`src/pkg/memory_request_decoder_pkg.sv`:
```
package memory_request_decoder_pkg;

   // Packet geometry
   localparam int PIN_W   = 12;
   localparam int PKT_W   = 24;
   localparam int SLOTS   = 7;
   localparam int LINE_W  = 20;
   localparam int ROW_W   = 11;

   // Packet kind codes
   localparam logic [3:0] KIND_IDLE     = 4'h0;
   localparam logic [3:0] KIND_COLUMN   = 4'h1;
   localparam logic [3:0] KIND_EXTENDED = 4'h2;
   localparam logic [3:0] KIND_PRE_REF  = 4'h3;
   localparam logic [1:0] KIND_ACT_TOP  = 2'h1;

   // Field positions, most significant bit of each field
   localparam int KIND_MSB       = 23;
   localparam int ACT_DEFER_BIT  = 19;
   localparam int ACT_BANK_MSB   = 18;
   localparam int ACT_ROW_MSB    = 10;
   localparam int DIRECTION_BIT  = 19;
   localparam int COL_DEFER_BIT  = 18;
   localparam int COL_BANK_MSB   = 17;
   localparam int MASK_BANK_MSB  = 18;
   localparam int COL_ADDR_MSB   = 13;
   localparam int MASK_MSB       = 7;
   localparam int EXT_CODE_MSB   = 3;
   localparam int PRE_SUB_MSB    = 19;
   localparam int CLOSE_BANK_MSB = 16;
   localparam int REF_SUB_MSB    = 13;
   localparam int REF_ARG_MSB    = 7;

   // Refresh subcodes
   typedef enum logic [2:0] {
      REFRESH_IDLE         = 3'h0,
      REFRESH_CLOSE_BANK   = 3'h1,
      REFRESH_OPEN         = 3'h2,
      REFRESH_OPEN_INCR    = 3'h3,
      LOAD_LOW_REFRESH_ROW = 3'h4,
      LOAD_MID_REFRESH_ROW = 3'h5,
      LOAD_HIGH_REFRESH_ROW = 3'h6,
      REFRESH_RESERVED     = 3'h7
   } refresh_subcode_t;

   // Extended codes
   localparam logic [3:0] EXT_CURRENT_TRIM   = 4'h8;
   localparam logic [3:0] EXT_IMPEDANCE_TRIM = 4'h9;
   localparam logic [3:0] EXT_TRIM_END       = 4'hA;
   localparam logic [3:0] EXT_SLEEP_ENTRY    = 4'hC;

   // Column operations held in the column line
   localparam logic [1:0] COL_READ   = 2'h1;
   localparam logic [1:0] COL_WRITE  = 2'h2;
   localparam logic [1:0] COL_MASKED = 2'h3;

   // Delay lines
   localparam int LINE_ACT  = 0;
   localparam int LINE_COL  = 1;
   localparam int LINE_PRE  = 2;
   localparam int LINE_RPRE = 3;

   // Register map
   localparam logic [7:0]  REG_CONTROL = 8'h00;
   localparam logic [7:0]  REG_STATUS  = 8'h04;
   localparam logic [7:0]  REG_PACKETS = 8'h08;
   localparam int          CTRL_ENABLE_BIT      = 0;
   localparam int          CTRL_SLEEP_CLEAR_BIT = 1;
   localparam logic        CTRL_ENABLE_RESET    = 1'h0;
   localparam logic [10:0] REFRESH_ROW_RESET    = 11'h000;

   typedef enum logic {
      PHASE_FIRST  = 1'b0,
      PHASE_SECOND = 1'b1
   } phase_t;

   typedef logic [LINE_W-1:0] slot_t;
   typedef slot_t [SLOTS-1:0] line_t;

endpackage : memory_request_decoder_pkg

```
`src/hdl/memory_request_decoder.sv`:
```
// Implementation choices: the register addresses and register access over AHB-Lite.
`timescale 1ns/1ns
module memory_request_decoder
   import memory_request_decoder_pkg::*;
(
   // Clock and reset
   input  wire logic              i_clock,
   input  wire logic              i_rst,
   // Request pins
   input  wire logic [PIN_W-1:0]  i_request_pins,
   // AHB-Lite slave
   input  wire logic              i_hsel,
   input  wire logic [31:0]       i_haddr,
   input  wire logic [1:0]        i_htrans,
   input  wire logic              i_hwrite,
   input  wire logic [2:0]        i_hsize,
   input  wire logic [31:0]       i_hwdata,
   input  wire logic              i_hready,
   output logic                   o_hreadyout,
   output logic                   o_hresp,
   output logic [31:0]            o_hrdata,
   // Row commands
   output logic                   o_act_valid,
   output logic                   o_act_refresh,
   output logic [2:0]             o_act_bank,
   output logic [ROW_W-1:0]       o_act_row,
   output logic                   o_pre_valid,
   output logic [2:0]             o_pre_bank,
   output logic                   o_refresh_close_valid,
   output logic [2:0]             o_refresh_close_bank,
   // Column commands
   output logic                   o_col_read,
   output logic                   o_col_write,
   output logic                   o_masked_store,
   output logic [2:0]             o_col_bank,
   output logic [5:0]             o_col_addr,
   output logic [7:0]             o_col_mask,
   // Maintenance
   output logic                   o_current_trim,
   output logic                   o_impedance_trim,
   output logic                   o_trim_end,
   output logic                   o_sleep
);

   typedef struct packed {
      logic [PIN_W-1:0] sync1;
      logic [PIN_W-1:0] sync2;
      logic [PIN_W-1:0] first_half;
      phase_t           phase;
      line_t [3:0]      lines;
      logic [ROW_W-1:0] refresh_row;
      logic             enable;
      logic             sleep;
      logic             trim_c;
      logic             trim_z;
      logic             trim_e;
      logic [31:0]      packets;
      logic [31:0]      rdata;
      logic             wr_pend;
      logic [7:0]       wr_addr;
   } state_t;

   state_t s_q;
   state_t s_d;

   // Two clocks per cycle period, so a defer of d cycles lands in slot 2*d
   function automatic logic [2:0] slot_of(input logic [1:0] d);
      return {d, 1'b0};
   endfunction : slot_of

   function automatic line_t advance(input line_t l, input logic ins,
                                     input logic [2:0] slot, input slot_t e);
      line_t r;
      r = l >> LINE_W;
      if (ins) begin
         r[slot] = e;
      end
      return r;
   endfunction : advance

   function automatic logic [31:0] read_reg(input state_t s, input logic [7:0] a);
      logic [31:0] v;
      v = 32'h0000_0000;
      unique case (a)
         REG_CONTROL: v[CTRL_ENABLE_BIT] = s.enable;
         REG_STATUS:  v = {20'h0_0000, s.refresh_row, s.sleep};
         REG_PACKETS: v = s.packets;
         default:     v = 32'h0000_0000;
      endcase
      return v;
   endfunction : read_reg

   logic [PKT_W-1:0] pkt;
   logic             dec;
   logic [3:0]       kind;
   logic             is_act;
   logic             is_col;
   logic             is_mask;
   logic             is_ext;
   logic             is_pr;
   logic [2:0]       pre_sub;
   logic [2:0]       ref_sub;
   logic [7:0]       ref_arg;
   logic [3:0]       ext_code;
   logic             ins_act;
   logic             ins_col;
   logic             ins_pre;
   logic             ins_rpre;
   logic             incr_now;
   logic             load_low;
   logic             load_mid;
   logic             addr_phase;
   logic             sleep_clear;
   slot_t            act_e;
   slot_t            col_e;
   logic [2:0]       act_slot;
   logic [2:0]       col_slot;

   always_comb begin
      s_d = s_q;
      // First flop feeds only the second
      s_d.sync1 = i_request_pins;
      s_d.sync2 = s_q.sync1;
      pkt      = {s_q.first_half, s_q.sync2};
      dec      = s_q.enable && (s_q.phase == PHASE_SECOND);
      kind     = pkt[KIND_MSB -: 4];
      pre_sub  = pkt[PRE_SUB_MSB -: 3];
      ref_sub  = pkt[REF_SUB_MSB -: 3];
      ref_arg  = pkt[REF_ARG_MSB -: 8];
      ext_code = pkt[EXT_CODE_MSB -: 4];
      // Idle kind matches none of these
      is_act   = dec && (kind[3:2] == KIND_ACT_TOP);
      is_col   = dec && (kind == KIND_COLUMN);
      is_mask  = dec && kind[3];
      is_ext   = dec && (kind == KIND_EXTENDED);
      is_pr    = dec && (kind == KIND_PRE_REF);
      // Activate line: ordinary and refresh activates share it
      ins_act  = is_act || (is_pr && ((ref_sub == REFRESH_OPEN) ||
                                      (ref_sub == REFRESH_OPEN_INCR)));
      act_e    = '0;
      act_e[LINE_W-1] = 1'b1;
      if (is_act) begin
         act_e[13:0] = {pkt[ACT_BANK_MSB -: 3], pkt[ACT_ROW_MSB -: ROW_W]};
         act_slot    = slot_of({1'b0, pkt[ACT_DEFER_BIT]});
      end else begin
         act_e[15]   = 1'b1;
         act_e[14]   = (ref_sub == REFRESH_OPEN_INCR);
         act_e[13:0] = {ref_arg[2:0], s_q.refresh_row};
         act_slot    = slot_of(ref_arg[7:6]);
      end
      // Column line: read, write, masked store
      ins_col = is_col || is_mask;
      col_e   = '0;
      if (is_mask) begin
         col_e    = {1'b1, COL_MASKED, pkt[MASK_BANK_MSB -: 3], pkt[COL_ADDR_MSB -: 6],
                     pkt[MASK_MSB -: 8]};
         col_slot = 3'h0;
      end else begin
         col_e    = {1'b1, pkt[DIRECTION_BIT] ? COL_WRITE : COL_READ,
                     pkt[COL_BANK_MSB -: 3], pkt[COL_ADDR_MSB -: 6], 8'hFF};
         col_slot = slot_of({1'b0, pkt[COL_DEFER_BIT]});
      end
      // Precharge and refresh close run on separate lines so both execute
      ins_pre  = is_pr && pre_sub[2];
      ins_rpre = is_pr && (ref_sub == REFRESH_CLOSE_BANK);
      s_d.lines[LINE_ACT]  = advance(s_q.lines[LINE_ACT], ins_act, act_slot, act_e);
      s_d.lines[LINE_COL]  = advance(s_q.lines[LINE_COL], ins_col, col_slot, col_e);
      s_d.lines[LINE_PRE]  = advance(s_q.lines[LINE_PRE], ins_pre, slot_of(pre_sub[1:0]),
                                     {1'b1, 16'h0000, pkt[CLOSE_BANK_MSB -: 3]});
      s_d.lines[LINE_RPRE] = advance(s_q.lines[LINE_RPRE], ins_rpre, slot_of(ref_arg[7:6]),
                                     {1'b1, 16'h0000, ref_arg[2:0]});
      // Refresh row: increment as the activate leaves, loads override
      incr_now = s_q.lines[LINE_ACT][0][LINE_W-1] && s_q.lines[LINE_ACT][0][14];
      load_low = is_pr && (ref_sub == LOAD_LOW_REFRESH_ROW);
      load_mid = is_pr && (ref_sub == LOAD_MID_REFRESH_ROW);
      if (incr_now) begin
         s_d.refresh_row = s_q.refresh_row + 11'h001;
      end
      if (load_low) begin
         s_d.refresh_row[7:0] = ref_arg;
      end
      if (load_mid) begin
         s_d.refresh_row[10:8] = ref_arg[2:0];
      end
      // Extended codes other than the three trims and sleep entry fall through as no operation
      s_d.trim_c = is_ext && (ext_code == EXT_CURRENT_TRIM);
      s_d.trim_z = is_ext && (ext_code == EXT_IMPEDANCE_TRIM);
      s_d.trim_e = is_ext && (ext_code == EXT_TRIM_END);
      // Phase restarts on enable so software aligns packet framing
      if (!s_q.enable) begin
         s_d.phase = PHASE_FIRST;
      end else if (s_q.phase == PHASE_FIRST) begin
         s_d.phase      = PHASE_SECOND;
         s_d.first_half = s_q.sync2;
      end else begin
         s_d.phase = PHASE_FIRST;
      end
      if (dec) begin
         s_d.packets = s_q.packets + 32'h0000_0001;
      end
      // Bus slave; zero wait states, read data snapshot in address phase
      addr_phase  = i_hsel && i_htrans[1] && i_hready;
      s_d.wr_pend = addr_phase && i_hwrite;
      s_d.wr_addr = i_haddr[7:0];
      if (addr_phase && !i_hwrite) begin
         s_d.rdata = read_reg(s_q, i_haddr[7:0]);
      end
      sleep_clear = 1'b0;
      if (s_q.wr_pend && (s_q.wr_addr == REG_CONTROL)) begin
         s_d.enable  = i_hwdata[CTRL_ENABLE_BIT];
         sleep_clear = i_hwdata[CTRL_SLEEP_CLEAR_BIT];
      end
      // Entry wins over a clear in the same cycle
      s_d.sleep = (is_ext && (ext_code == EXT_SLEEP_ENTRY)) || (s_q.sleep && !sleep_clear);
   end

   always_ff @(posedge i_clock) begin
      if (i_rst) begin
         s_q             <= '0;
         s_q.phase       <= PHASE_FIRST;
         s_q.enable      <= CTRL_ENABLE_RESET;
         s_q.refresh_row <= REFRESH_ROW_RESET;
      end else begin
         s_q <= s_d;
      end
   end

   assign o_hreadyout           = 1'b1;
   assign o_hresp               = 1'b0;
   assign o_hrdata              = s_q.rdata;
   assign o_act_valid           = s_q.lines[LINE_ACT][0][LINE_W-1];
   assign o_act_refresh         = s_q.lines[LINE_ACT][0][15];
   assign o_act_bank            = s_q.lines[LINE_ACT][0][13:11];
   assign o_act_row             = s_q.lines[LINE_ACT][0][10:0];
   assign o_pre_valid           = s_q.lines[LINE_PRE][0][LINE_W-1];
   assign o_pre_bank            = s_q.lines[LINE_PRE][0][2:0];
   assign o_refresh_close_valid = s_q.lines[LINE_RPRE][0][LINE_W-1];
   assign o_refresh_close_bank  = s_q.lines[LINE_RPRE][0][2:0];
   assign o_col_read     = s_q.lines[LINE_COL][0][LINE_W-1] && (s_q.lines[LINE_COL][0][18:17] == COL_READ);
   assign o_col_write    = s_q.lines[LINE_COL][0][LINE_W-1] && (s_q.lines[LINE_COL][0][18:17] == COL_WRITE);
   assign o_masked_store = s_q.lines[LINE_COL][0][LINE_W-1] && (s_q.lines[LINE_COL][0][18:17] == COL_MASKED);
   assign o_col_bank       = s_q.lines[LINE_COL][0][16:14];
   assign o_col_addr       = s_q.lines[LINE_COL][0][13:8];
   assign o_col_mask       = s_q.lines[LINE_COL][0][7:0];
   assign o_current_trim   = s_q.trim_c;
   assign o_impedance_trim = s_q.trim_z;
   assign o_trim_end       = s_q.trim_e;
   assign o_sleep          = s_q.sleep;
endmodule : memory_request_decoder

```
`config.mk`:
```
export PLATFORM = sky130hd
export DESIGN_NAME = memory_request_decoder
export DESIGN_NICKNAME = d
export VERILOG_FILES = /design/src/pkg/memory_request_decoder_pkg.sv /design/src/hdl/memory_request_decoder.sv
export SDC_FILE = /design/constraint.sdc
export NUM_CORES = 1
export LEC_CHECK = 0
export BUFFER_PORTS_ARGS = -buffer_cell sky130_fd_sc_hd__buf_4
export CORE_ASPECT_RATIO = 0.9
export CORE_UTILIZATION = 55
export DETAILED_ROUTE_END_ITERATION = 8
export PLACE_DENSITY_LB_ADDON = 0.12
export SYNTH_ARGS = -nofsm -noshare
export SYNTH_HDL_FRONTEND = slang
export SYNTH_SLANG_ARGS = --single-unit
```
`constraint.sdc`:
```
create_clock -name i_clock -period 2.8 [get_ports i_clock]
set_input_delay 0.56 -clock i_clock [delete_from_list [all_inputs] [get_ports i_clock]]
set_output_delay 0.56 -clock i_clock [all_outputs]
set_load 0.005 [all_outputs]
```
==> impl_metrics.ini, run 1 <==
[worst_setup_path]
setup.worst_path.end_class = flip-flop
crit_family = simple AND/OR/NAND/NOR gates
path_buf_inv = 0
startpoint_type = flip-flop
slowest_delay_ps = 800
critPathMaxFanout = 19
worstPathArrival_ps = 2800
slowest_stage = or4_1
critical_path.cell_chain = nand3_2, or4_1, or4_1, a21oi_1
critPathKind = reg2reg
crit_required_ps = 3230
cpMostUsedCell = or4_1

[cts]
tritoncts = built
cts.sinks = 361
cts_setup_buffers = 0
htree_levels = 2
clk_latency_ps = 500
cts_buffer_depth = 3
clkSlewWorstSetupHoldPaths_ps = 60
cts_buffers = 36
cts-resized-gates = 0
clock-root-buffer = clkbuf_16
holdBufCountCts = 0

[logic_synthesis]
synth.most_common_cell = dfxtp_1
syn_avg_cell_area_sq_um = 10.1
synth_cells = 1260
async_flop_share_pct = 0
yosys_warnings = 0
seq_area_frac_synth_pct = 56.9
ys_types = 57
synth_common_cells = 361 x dfxtp_1, 146 x nor2_1, 134 x nor2b_1, 74 x buf_4
synth_area_leader_cell = dfxtp_1
yosys.area.top_type_share_pct = 56.9
synthTopCellsByArea = dfxtp_1 57%, nor2b_1 6.6%, mux2i_1 4.6%
synth_edf_count = 0
ys_ff_latch = 361
syn_area_sq_mm = 0.0127
ys.flop_type = dfxtp_1
syn_nets = 1348

[timing]
slew_violations = 0
slew_headroom_pct = 43.1
skew_ps = 10.8
min_period_ps = 2360
setup_viol = 0
fin_crit_sh_pct = 84.3
hold_viol = 0
rsz0062_at_grt = false
worst_slack_ps = 440
fin_tns_setup_ps = 0
max_clock_freq_ghz = 0.424
worstMarginPinSlew_ps = 852
timing.hold.ws_ps = 267

[placed_design]
post-place-ws_ps = 435
gp_congestion = 0.804
dp_hpwl_mm = 16.4
placed_cell_area_sq_mm = 0.0133
dp_cells = 1543
io_buffers = 107

[status]
outcome = finished, final reports clean

[power_and_ir_drop]
pwr-share-clk_pct = 47.3
power_switching_uw = 2020
vdd_drop_max_mv = 0.448
p_leak_uw = 0.00601
switching_share_pct = 19.8
p_int_uw = 8150
comb_power_share_pct = 1.7
seq_power_share_pct = 51.0
p_per_area_mw_per_mm2 = 703

[route]
ant_nets = 0
totalWireLength_mm = 25.3
drt-initial-drc-count = 590
num_vias = 8520
routedWlPerCell_microns = 15.8
drt-pass1-iter-count = 6
vias_per_cell = 5.31
drc = 0

[floorplanning]
dieArea_sq_mm = 0.0237
die_width_microns = 162
die_h_microns = 146
initial_core_util_pct = 56.3
core_sq_mm = 0.0226
rows = 52
io_pins = 168

[worst_hold_path]
hold_class = in2reg

[final_layout]
fin_area_sq_mm = 0.0145
nNetsFinal = 1372
drive_above_1_share_pct = 16.1
layout.cells.non_filler = 1606
area_growth_pct = 13.9
n_fill_cell = 1805
diodes = 0

[global_route]
grt_pass1_wl_mm = 40.9
antenna_found_initial = 0
grt_max_degree = 79
grt_overflow = 0
grt_pass1_vias = 7882
grt_usage_pct = 21.5

[job]
cap_viol_max_count = 0
[sequential cells by signal, summed over array words and instances, names as in the netlist, 3 cells and up]
name	cells
o_hrdata	32
kind	4
s_d	12
s_q	248
o_col_bank	3
o_col_mask	8
ext_code	4
o_act_bank	3
pkt	16
o_col_addr	6
o_act_row	11
o_pre_bank	3
o_refresh_close_bank	3
[cell families (layout without fill, tap and decap cells)]
group                      after synthesis  count (layout)  synth area share (%)
AOI/OAI and AO/OA                      161             161                  8.87
xor gates and xnor gates                20              20                  1.38
and+or+nand+nor                        468             468                  19.9
adders and majority gates                2               2                 0.197
other                                    2               2                0.0591
buffers and inverters                  185             234                  7.83
DFF                                    361             361                  56.9
muxes                                   61              61                  4.84
[power groups by stage]
stage | sequential [uW] | clock [uW] | combinational, uW
after floorplan | 5280 | 0 | 110
after global placement | 5300 | 0 | 175
after detailed placement | 5300 | 0 | 176
after CTS | 5180 | 4900 | 176
after global routing | 5180 | 5130 | 191
final | 5180 | 4810 | 174
[final timing paths]
check	depth (start not counted)	end	slack [ps]	start
max	4	s_q[69]$_SDFFE_PP0N_	440	s_q[649]$_SDFF_PP0_
min	2	s_d[662]$_SDFF_PP0_	270	i_request_pins[0]
max reg2reg	4	s_q[69]$_SDFFE_PP0N_	440	s_q[649]$_SDFF_PP0_
min reg2reg	2	o_col_mask[0]$_SDFF_PP0_	430	s_q[249]$_SDFF_PP0_
[layout make-up]
type / count / area (sq um) / share of cell area [%]
Timing Repair Buffer: 136 / 1050 / 7.27
Inverter: 35 / 131 / 0.908
Multi-Input combinational cell: 714 / 4490 / 31.0
Clock buffer: 53 / 1080 / 7.43
Sequential cell: 361 / 7230 / 49.9
Clock inverter: 10 / 125 / 0.865
Tap cell: 297 / 372 / 2.57
[placed cells by master, fill, tap and decap left out, drive strengths merged, types with 3 or more instances in the layout]
cell type,synthesis,routed
nor2,154,154
xor2,10,10
mux2,3,3
clkinv,0,7
a21oi,45,45
buf,91,135
nand4,15,15
nand4b,5,5
mux2i,58,58
or3,10,10
nand3b,3,3
o22ai,3,3
and4,7,7
nand2b,6,6
dfxtp,361,361
and2,16,16
inv,35,35
nor3b,5,5
nand2,42,42
nor3,9,9
xnor2,10,10
bufinv,0,3
o22a,28,28
nor2b,134,134
clkbuf,59,54
o31ai,10,10
o21ai,12,12
a22oi,21,21
nor4,16,16
a222oi,11,11
a211oi,23,23
or4,15,15
nand3,21,21
[per-layer routing]
layer | vias up | track usage (%) | part of all wire (%)
met1 | 4060 | 30.2 | 48
met2 | 179 | 34.5 | 46
met3 | 41 | 3.04 | 4.6
met4 | 0 | 6.18 | 1.8
li1 | 4240 | - | -
met5 | - | 0 | 0
[through the flow]
stage | power, uW | utilization (%)
finish | 10200 | 64.1
global route | 10500 | 64.1
CTS | 10300 | 64.1
detailed placement | 5470 | 58.8
global placement | 5470 | 58.8
floorplan | 5390 | -
Power figures use the tool's default switching activity.
==> inputs of run 2 (changes only) <==
--- a/config.mk
+++ b/config.mk
@@ -7,7 +7,7 @@
 export LEC_CHECK = 0
 export BUFFER_PORTS_ARGS = -buffer_cell sky130_fd_sc_hd__buf_4
 export CORE_ASPECT_RATIO = 0.9
-export CORE_UTILIZATION = 55
+export CORE_UTILIZATION = 51
 export DETAILED_ROUTE_END_ITERATION = 8
 export PLACE_DENSITY_LB_ADDON = 0.12
 export SYNTH_ARGS = -nofsm -noshare
==> constraint.sdc (replaced) <==
create_clock -name i_clock -period 1.89 [get_ports i_clock]
set_input_delay 0.378 -clock i_clock [delete_from_list [all_inputs] [get_ports i_clock]]
set_output_delay 0.378 -clock i_clock [all_outputs]
set_load 0.005 [all_outputs]
==> impl_metrics.ini, run 2 (same netlist as run 1, synthesis figures left out) <==
[worst_setup_path]
r2r_cells = 6
setup.worst_path.end_class = flip-flop
crit_required_ps = 2340
worstPathArrival_ps = 2410
startpoint_type = flip-flop
r2r_setup_slack_ps = -70
critPathKind = reg2reg
rr_startpoint = s_q[42]$_SDFFE_PP0N_
r2r-end = s_q[62]$_SDFFE_PP0N_
critPathMaxFanout = 5

[placed_design]
dp_hpwl_mm = 17.6
post-place-ws_ps = -123
dp_cells = 1614
gp_congestion = 0.833
io_buffers = 107

[status]
violations = negative setup slack
outcome = complete, but fails checks

[cts]
htree_levels = 2
cts_buffer_depth = 3
tritoncts = built
clkSlewWorstSetupHoldPaths_ps = 60
holdBufCountCts = 0
cts.sinks = 361
clock-root-buffer = clkbuf_16
clk_latency_ps = 530
cts_buffers = 37

[worst_hold_path]
hp-start = i_request_pins[3]
hold_depth = 2
holdPathEnd = s_d[665]$_SDFF_PP0_
hold_class = in2reg

[global_route]
use_met2_pct = 33.9
met1_usage_pct = 30.2
grt.busiest_layer = met2
grt_pass1_vias = 8253
grt_max_degree = 88
grt_pass1_wl_mm = 43.4
grt_overflow = 0
grt_use_met3_pct = 3.56
antenna_found_initial = 0
grt_usage_pct = 21.4

[power_and_ir_drop]
p_per_area_mw_per_mm2 = 959
finalPower_uw = 14900
vdd_drop_max_mv = 0.730
p_leak_uw = 0.00644

[final_layout]
final_common_cell = dfxtp_1
area_growth_pct = 22.2
layout.cells.non_filler = 1703
largest_register_ffs = 248
drive_above_1_share_pct = 25.2
layout_common_cells = 346 x dfxtp_1, 195 x buf_4, 139 x nor2_1
diodes = 0
final_core_util_pct = 63.9
nNetsFinal = 1456
top_register = s_q

[job]
cap_viol_max_count = 0

[route]
drc = 0
num_vias = 8949
totalWireLength_mm = 27.8
routedWlPerCell_microns = 16.3
drt-initial-drc-count = 673
drt-pass1-iter-count = 5
ant_nets = 0
vias_per_cell = 5.25

[timing]
fin_crit_sh_pct = 104
skew_ps = 19.1
worst_slack_ps = -72.6
hold_viol = 0
max_clock_freq_ghz = 0.510
fin_tns_setup_ps = -1110
slew_violations = 0
slew_headroom_pct = 61.7
rsz0062_at_grt = true
setup_viol = 28
min_period_ps = 1960
worstMarginPinSlew_ps = 574

[floorplanning]
initial_core_util_pct = 52.2
dieArea_sq_mm = 0.0255
die_width_microns = 168
die_h_microns = 152
core_sq_mm = 0.0243
rows = 54
io_pins = 168
==> run 2: cell count changes in the layout (fill, tap and decap cells not counted), moves of 9 or more <==
cell,change
nor2_4,+9
dfxtp_1,-15
buf_4,+62
dfxtp_2,+13
mux2i_2,+11
buf_6,+10
mux2i_1,-13
==> run 2: how the worst max path moves through the flow <==
| stage | startpoint | cells past startpoint | end | slack, ps |
|---|---|---|---|---|
| 6_report | s_q[42]$_SDFFE_PP0N_ | 6 | s_q[62]$_SDFFE_PP0N_ | -70 |
| 2_1_floorplan | s_q[53]$_SDFFE_PP0N_ | 6 | s_q[70]$_SDFFE_PP0N_ | -50 |
| 5_1_grt | s_q[77]$_SDFFE_PP0P_ | 5 | s_q[218]$_SDFF_PP0_ | -110 |
| 4_1_cts | s_q[41]$_SDFFE_PP0N_ | 6 | s_q[65]$_SDFFE_PP0N_ | -20 |
| 3_3_place_gp | s_q[77]$_SDFFE_PP0P_ | 5 | s_q[64]$_SDFFE_PP0N_ | -100 |
| 3_5_place_dp | s_q[77]$_SDFFE_PP0P_ | 5 | s_q[60]$_SDFFE_PP0N_ | -120 |
==> run 2: stage by stage <==
| stage | hold slack [ps] | area (sq um) |
|---|---|---|
| 2_1_floorplan | 411 | 12700 |
| 3_3_place_gp | 415 | 13800 |
| 3_5_place_dp | 421 | 13800 |
| 4_1_cts | 46.1 | 15200 |
| 5_1_grt | 61.7 | 15500 |
| 6_report | 60.9 | 15500 |
==> run 2: what timing repair did <==
action | CTS | global route
pin swaps | 4 | 21
resized for setup | 21 | 57
endpoints found under the hold margin | 0 | 0
setup endpoints to repair | 67 | 65
setup buffers | 9 | 10
gates cloned | 1 | 3
==> run 2: layout make-up <==
class | count | area [sq um]
sequential | 361 | 7250
fill | 1960 | 8790
inverter | 35 | 131
timing repair buffer | 219 | 1840
multi-input combinational | 714 | 4750
clock buffer | 54 | 1080
tap | 308 | 385
clock inverter | 12 | 98.8
==> run 2: critical path, cell delays in order, from the launching register on <==
cell	delay [ps]
dfxtp_2	360
buf_6	100
nand4_1	150
or4_4	580
buf_6	160
or4_4	410
a21oi_2	120
==> run 2: routing by layer <==
layer | up-vias | part of all wire (%)
met5 | - | 0
met4 | 0 | 1.8
met3 | 38 | 5.2
met2 | 231 | 45
met1 | 4272 | 48
li1 | 4408 | -
==> run 2: where the power goes <==
part / switching [uW] / internal (uW)
clock: 2930 / 4000
sequential: 36.1 / 7640
combinational: 183 / 108
==> inputs of run 3 (changes only) <==
--- a/config.mk
+++ b/config.mk
@@ -7,7 +7,7 @@
 export LEC_CHECK = 0
 export BUFFER_PORTS_ARGS = -buffer_cell sky130_fd_sc_hd__buf_4
 export CORE_ASPECT_RATIO = 0.9
-export CORE_UTILIZATION = 51
+export CORE_UTILIZATION = 30
 export DETAILED_ROUTE_END_ITERATION = 8
 export PLACE_DENSITY_LB_ADDON = 0.12
 export SYNTH_ARGS = -nofsm -noshare
==> impl_metrics.ini, run 3 (same netlist as run 1, synthesis figures left out) <==
[status]
outcome = complete, but fails checks
violations = negative setup slack

[cts]
cts.sinks = 361
clock-root-buffer = clkbuf_16
cts_buffers = 41
clk_latency_ps = 550
htree_levels = 2
clkSlewWorstSetupHoldPaths_ps = 60
tritoncts = built
cts_buffer_depth = 3

[final_layout]
n_fill_cell = 4179
largest_register_ffs = 248
regArea_sq_mm = 0.00725
multi_input_area_sq_mm = 0.00468
nNetsFinal = 1476
diodes = 0
fin_area_sq_mm = 0.0161
area_growth_pct = 26.6
drive_above_1_share_pct = 25.8
layout_common_cells = 347 x dfxtp_1, 214 x buf_4, 145 x nor2_1
final_common_cell = dfxtp_1
top_register = s_q

[route]
num_vias = 8886
routedWlPerCell_microns = 16.0
highest_layer = met4
totalWireLength_mm = 31.5
vias_per_cell = 4.52
drt-initial-drc-count = 430
m1WireLength_mm = 15.6
ant_nets = 0
wl_met3_mm = 1.28
drc = 0
drt-pass1-iter-count = 7
dr_wl_met2_mm = 14.0

[floorplanning]
dieArea_sq_mm = 0.0432
initial_core_util_pct = 30.4
io_pins = 168
rows = 71
die_width_microns = 219
die_h_microns = 197
core_sq_mm = 0.0418

[placed_design]
gp_congestion = 0.756
dp_hpwl_mm = 20.5
io_buffers = 107
placed_cell_area_sq_mm = 0.0143

[global_route]
antenna_found_initial = 0
grt_usage_pct = 14.8
grt_max_degree = 76
grt_pass1_wl_mm = 49.7
grt_pass1_vias = 8782
grt_overflow = 0

[timing]
skew_ps = 13.2
min_period_ps = 1980
worst_slack_ps = -90.6
worstMarginPinSlew_ps = 669
fin_tns_setup_ps = -543
hold_viol = 0
slew_violations = 0
slew_headroom_pct = 55.4
setup_viol = 16
rsz0062_at_grt = true
max_clock_freq_ghz = 0.505
fin_crit_sh_pct = 105

[job]
cap_viol_max_count = 0

[worst_hold_path]
hold_depth = 2
holdPathEnd = s_d[671]$_SDFF_PP0_
hp-start = i_request_pins[9]
hold_class = in2reg

[power_and_ir_drop]
p_per_area_mw_per_mm2 = 1000
p_int_uw = 12700
vdd_drop_max_mv = 0.597
seq_power_share_pct = 47.6
switching_share_pct = 21.1
power_switching_uw = 3400
p_leak_uw = 0.00671
finalPower_uw = 16100
pwr-share-clk_pct = 50.5
comb_power_share_pct = 1.9

[worst_setup_path]
r2r_cells = 6
rr_startpoint = s_q[42]$_SDFFE_PP0N_
critical_path.cell_chain = ha_4, nand3_4, or4_4, buf_6, or4_1, a21oi_1
r2r-end = s_q[61]$_SDFFE_PP0N_
critPathMaxFanout = 6
slowest_delay_ps = 530
worstPathArrival_ps = 2450
startpoint_type = flip-flop
r2r_setup_slack_ps = -90
setup.worst_path.end_class = flip-flop
crit_required_ps = 2360
slowest_stage = or4_4
critPathKind = reg2reg
==> run 3: final cells by class <==
cell class / count / share of cell area (%)
flip-flops and latches: 361 / 45.0
multi-input cells: 714 / 29.1
well taps: 547 / 4.25
repair buffers: 235 / 12.1
clock inverters: 18 / 1.24
inverters: 35 / 0.817
clock buffers: 57 / 7.45
==> run 3: worst max-delay path, delay by kind of cell (launching register included) <==
family,cells,cell delay [ps]
flops,1,360
fa+ha+maj,1,140
buf+inv,1,170
compound gates,1,140
simple gates,3,1090
==> run 3: timing repair <==
| action | 4_1_cts | 5_1_grt |
|---|---|---|
| buffers inserted | 13 | 4 |
| endpoints found under the hold margin | 0 | 0 |
| resized for setup | 23 | 34 |
| cloned | 1 | 0 |
| pin swaps | 13 | 16 |
| hold buffers | 0 | 0 |
| endpoints found under the setup margin | 35 | 62 |
==> run 3: worst max-delay path by stage <==
stage / start / cells past startpoint / to / slack [ps]
5_1_grt: s_q[42]$_SDFFE_PP0N_ / 6 / s_q[61]$_SDFFE_PP0N_ / -130
3_3_place_gp: s_q[649]$_SDFF_PP0_ / 6 / s_q[72]$_SDFFE_PP0N_ / -180
6_report: s_q[42]$_SDFFE_PP0N_ / 6 / s_q[61]$_SDFFE_PP0N_ / -90
3_5_place_dp: i_haddr[5] / 6 / o_hrdata[31]$_SDFFE_PP0P_ / -160
4_1_cts: s_q[55]$_SDFFE_PP0N_ / 5 / s_q[70]$_SDFFE_PP0N_ / -70
2_1_floorplan: s_q[53]$_SDFFE_PP0N_ / 6 / s_q[70]$_SDFFE_PP0N_ / -50
==> run 3: metrics by stage <==
| step | hold WS [ps] | utilization [%] | setup slack [ps] | cells |
|---|---|---|---|---|
| 2_1_floorplan | 411 | - | -51.4 | 1260 |
| 5_1_grt | 14.3 | 38.5 | -126 | 1967 |
| 3_3_place_gp | 416 | 34.3 | -179 | 1874 |
| 3_5_place_dp | 420 | 34.3 | -161 | 1874 |
| 4_1_cts | 5.04 | 38.1 | -71.0 | 1963 |
| 6_report | 39.4 | 38.5 | -90.6 | 1967 |
==> run 3: layer usage <==
layer	vias to the layer above	GRT usage [%]
met1	4242	20.5
met2	153	23.2
li1	4451	-
met5	-	0
met3	40	3.20
met4	0	4.22
==> run 3: power groups by stage <==
stage,Sequential (uW),Combinational (uW),Clock (uW)
after CTS,7670,314,8410
after global placement,7840,312,0
after floorplan,7820,164,0
after detailed placement,7840,313,0
after global routing,7670,339,8710
final,7670,307,8160
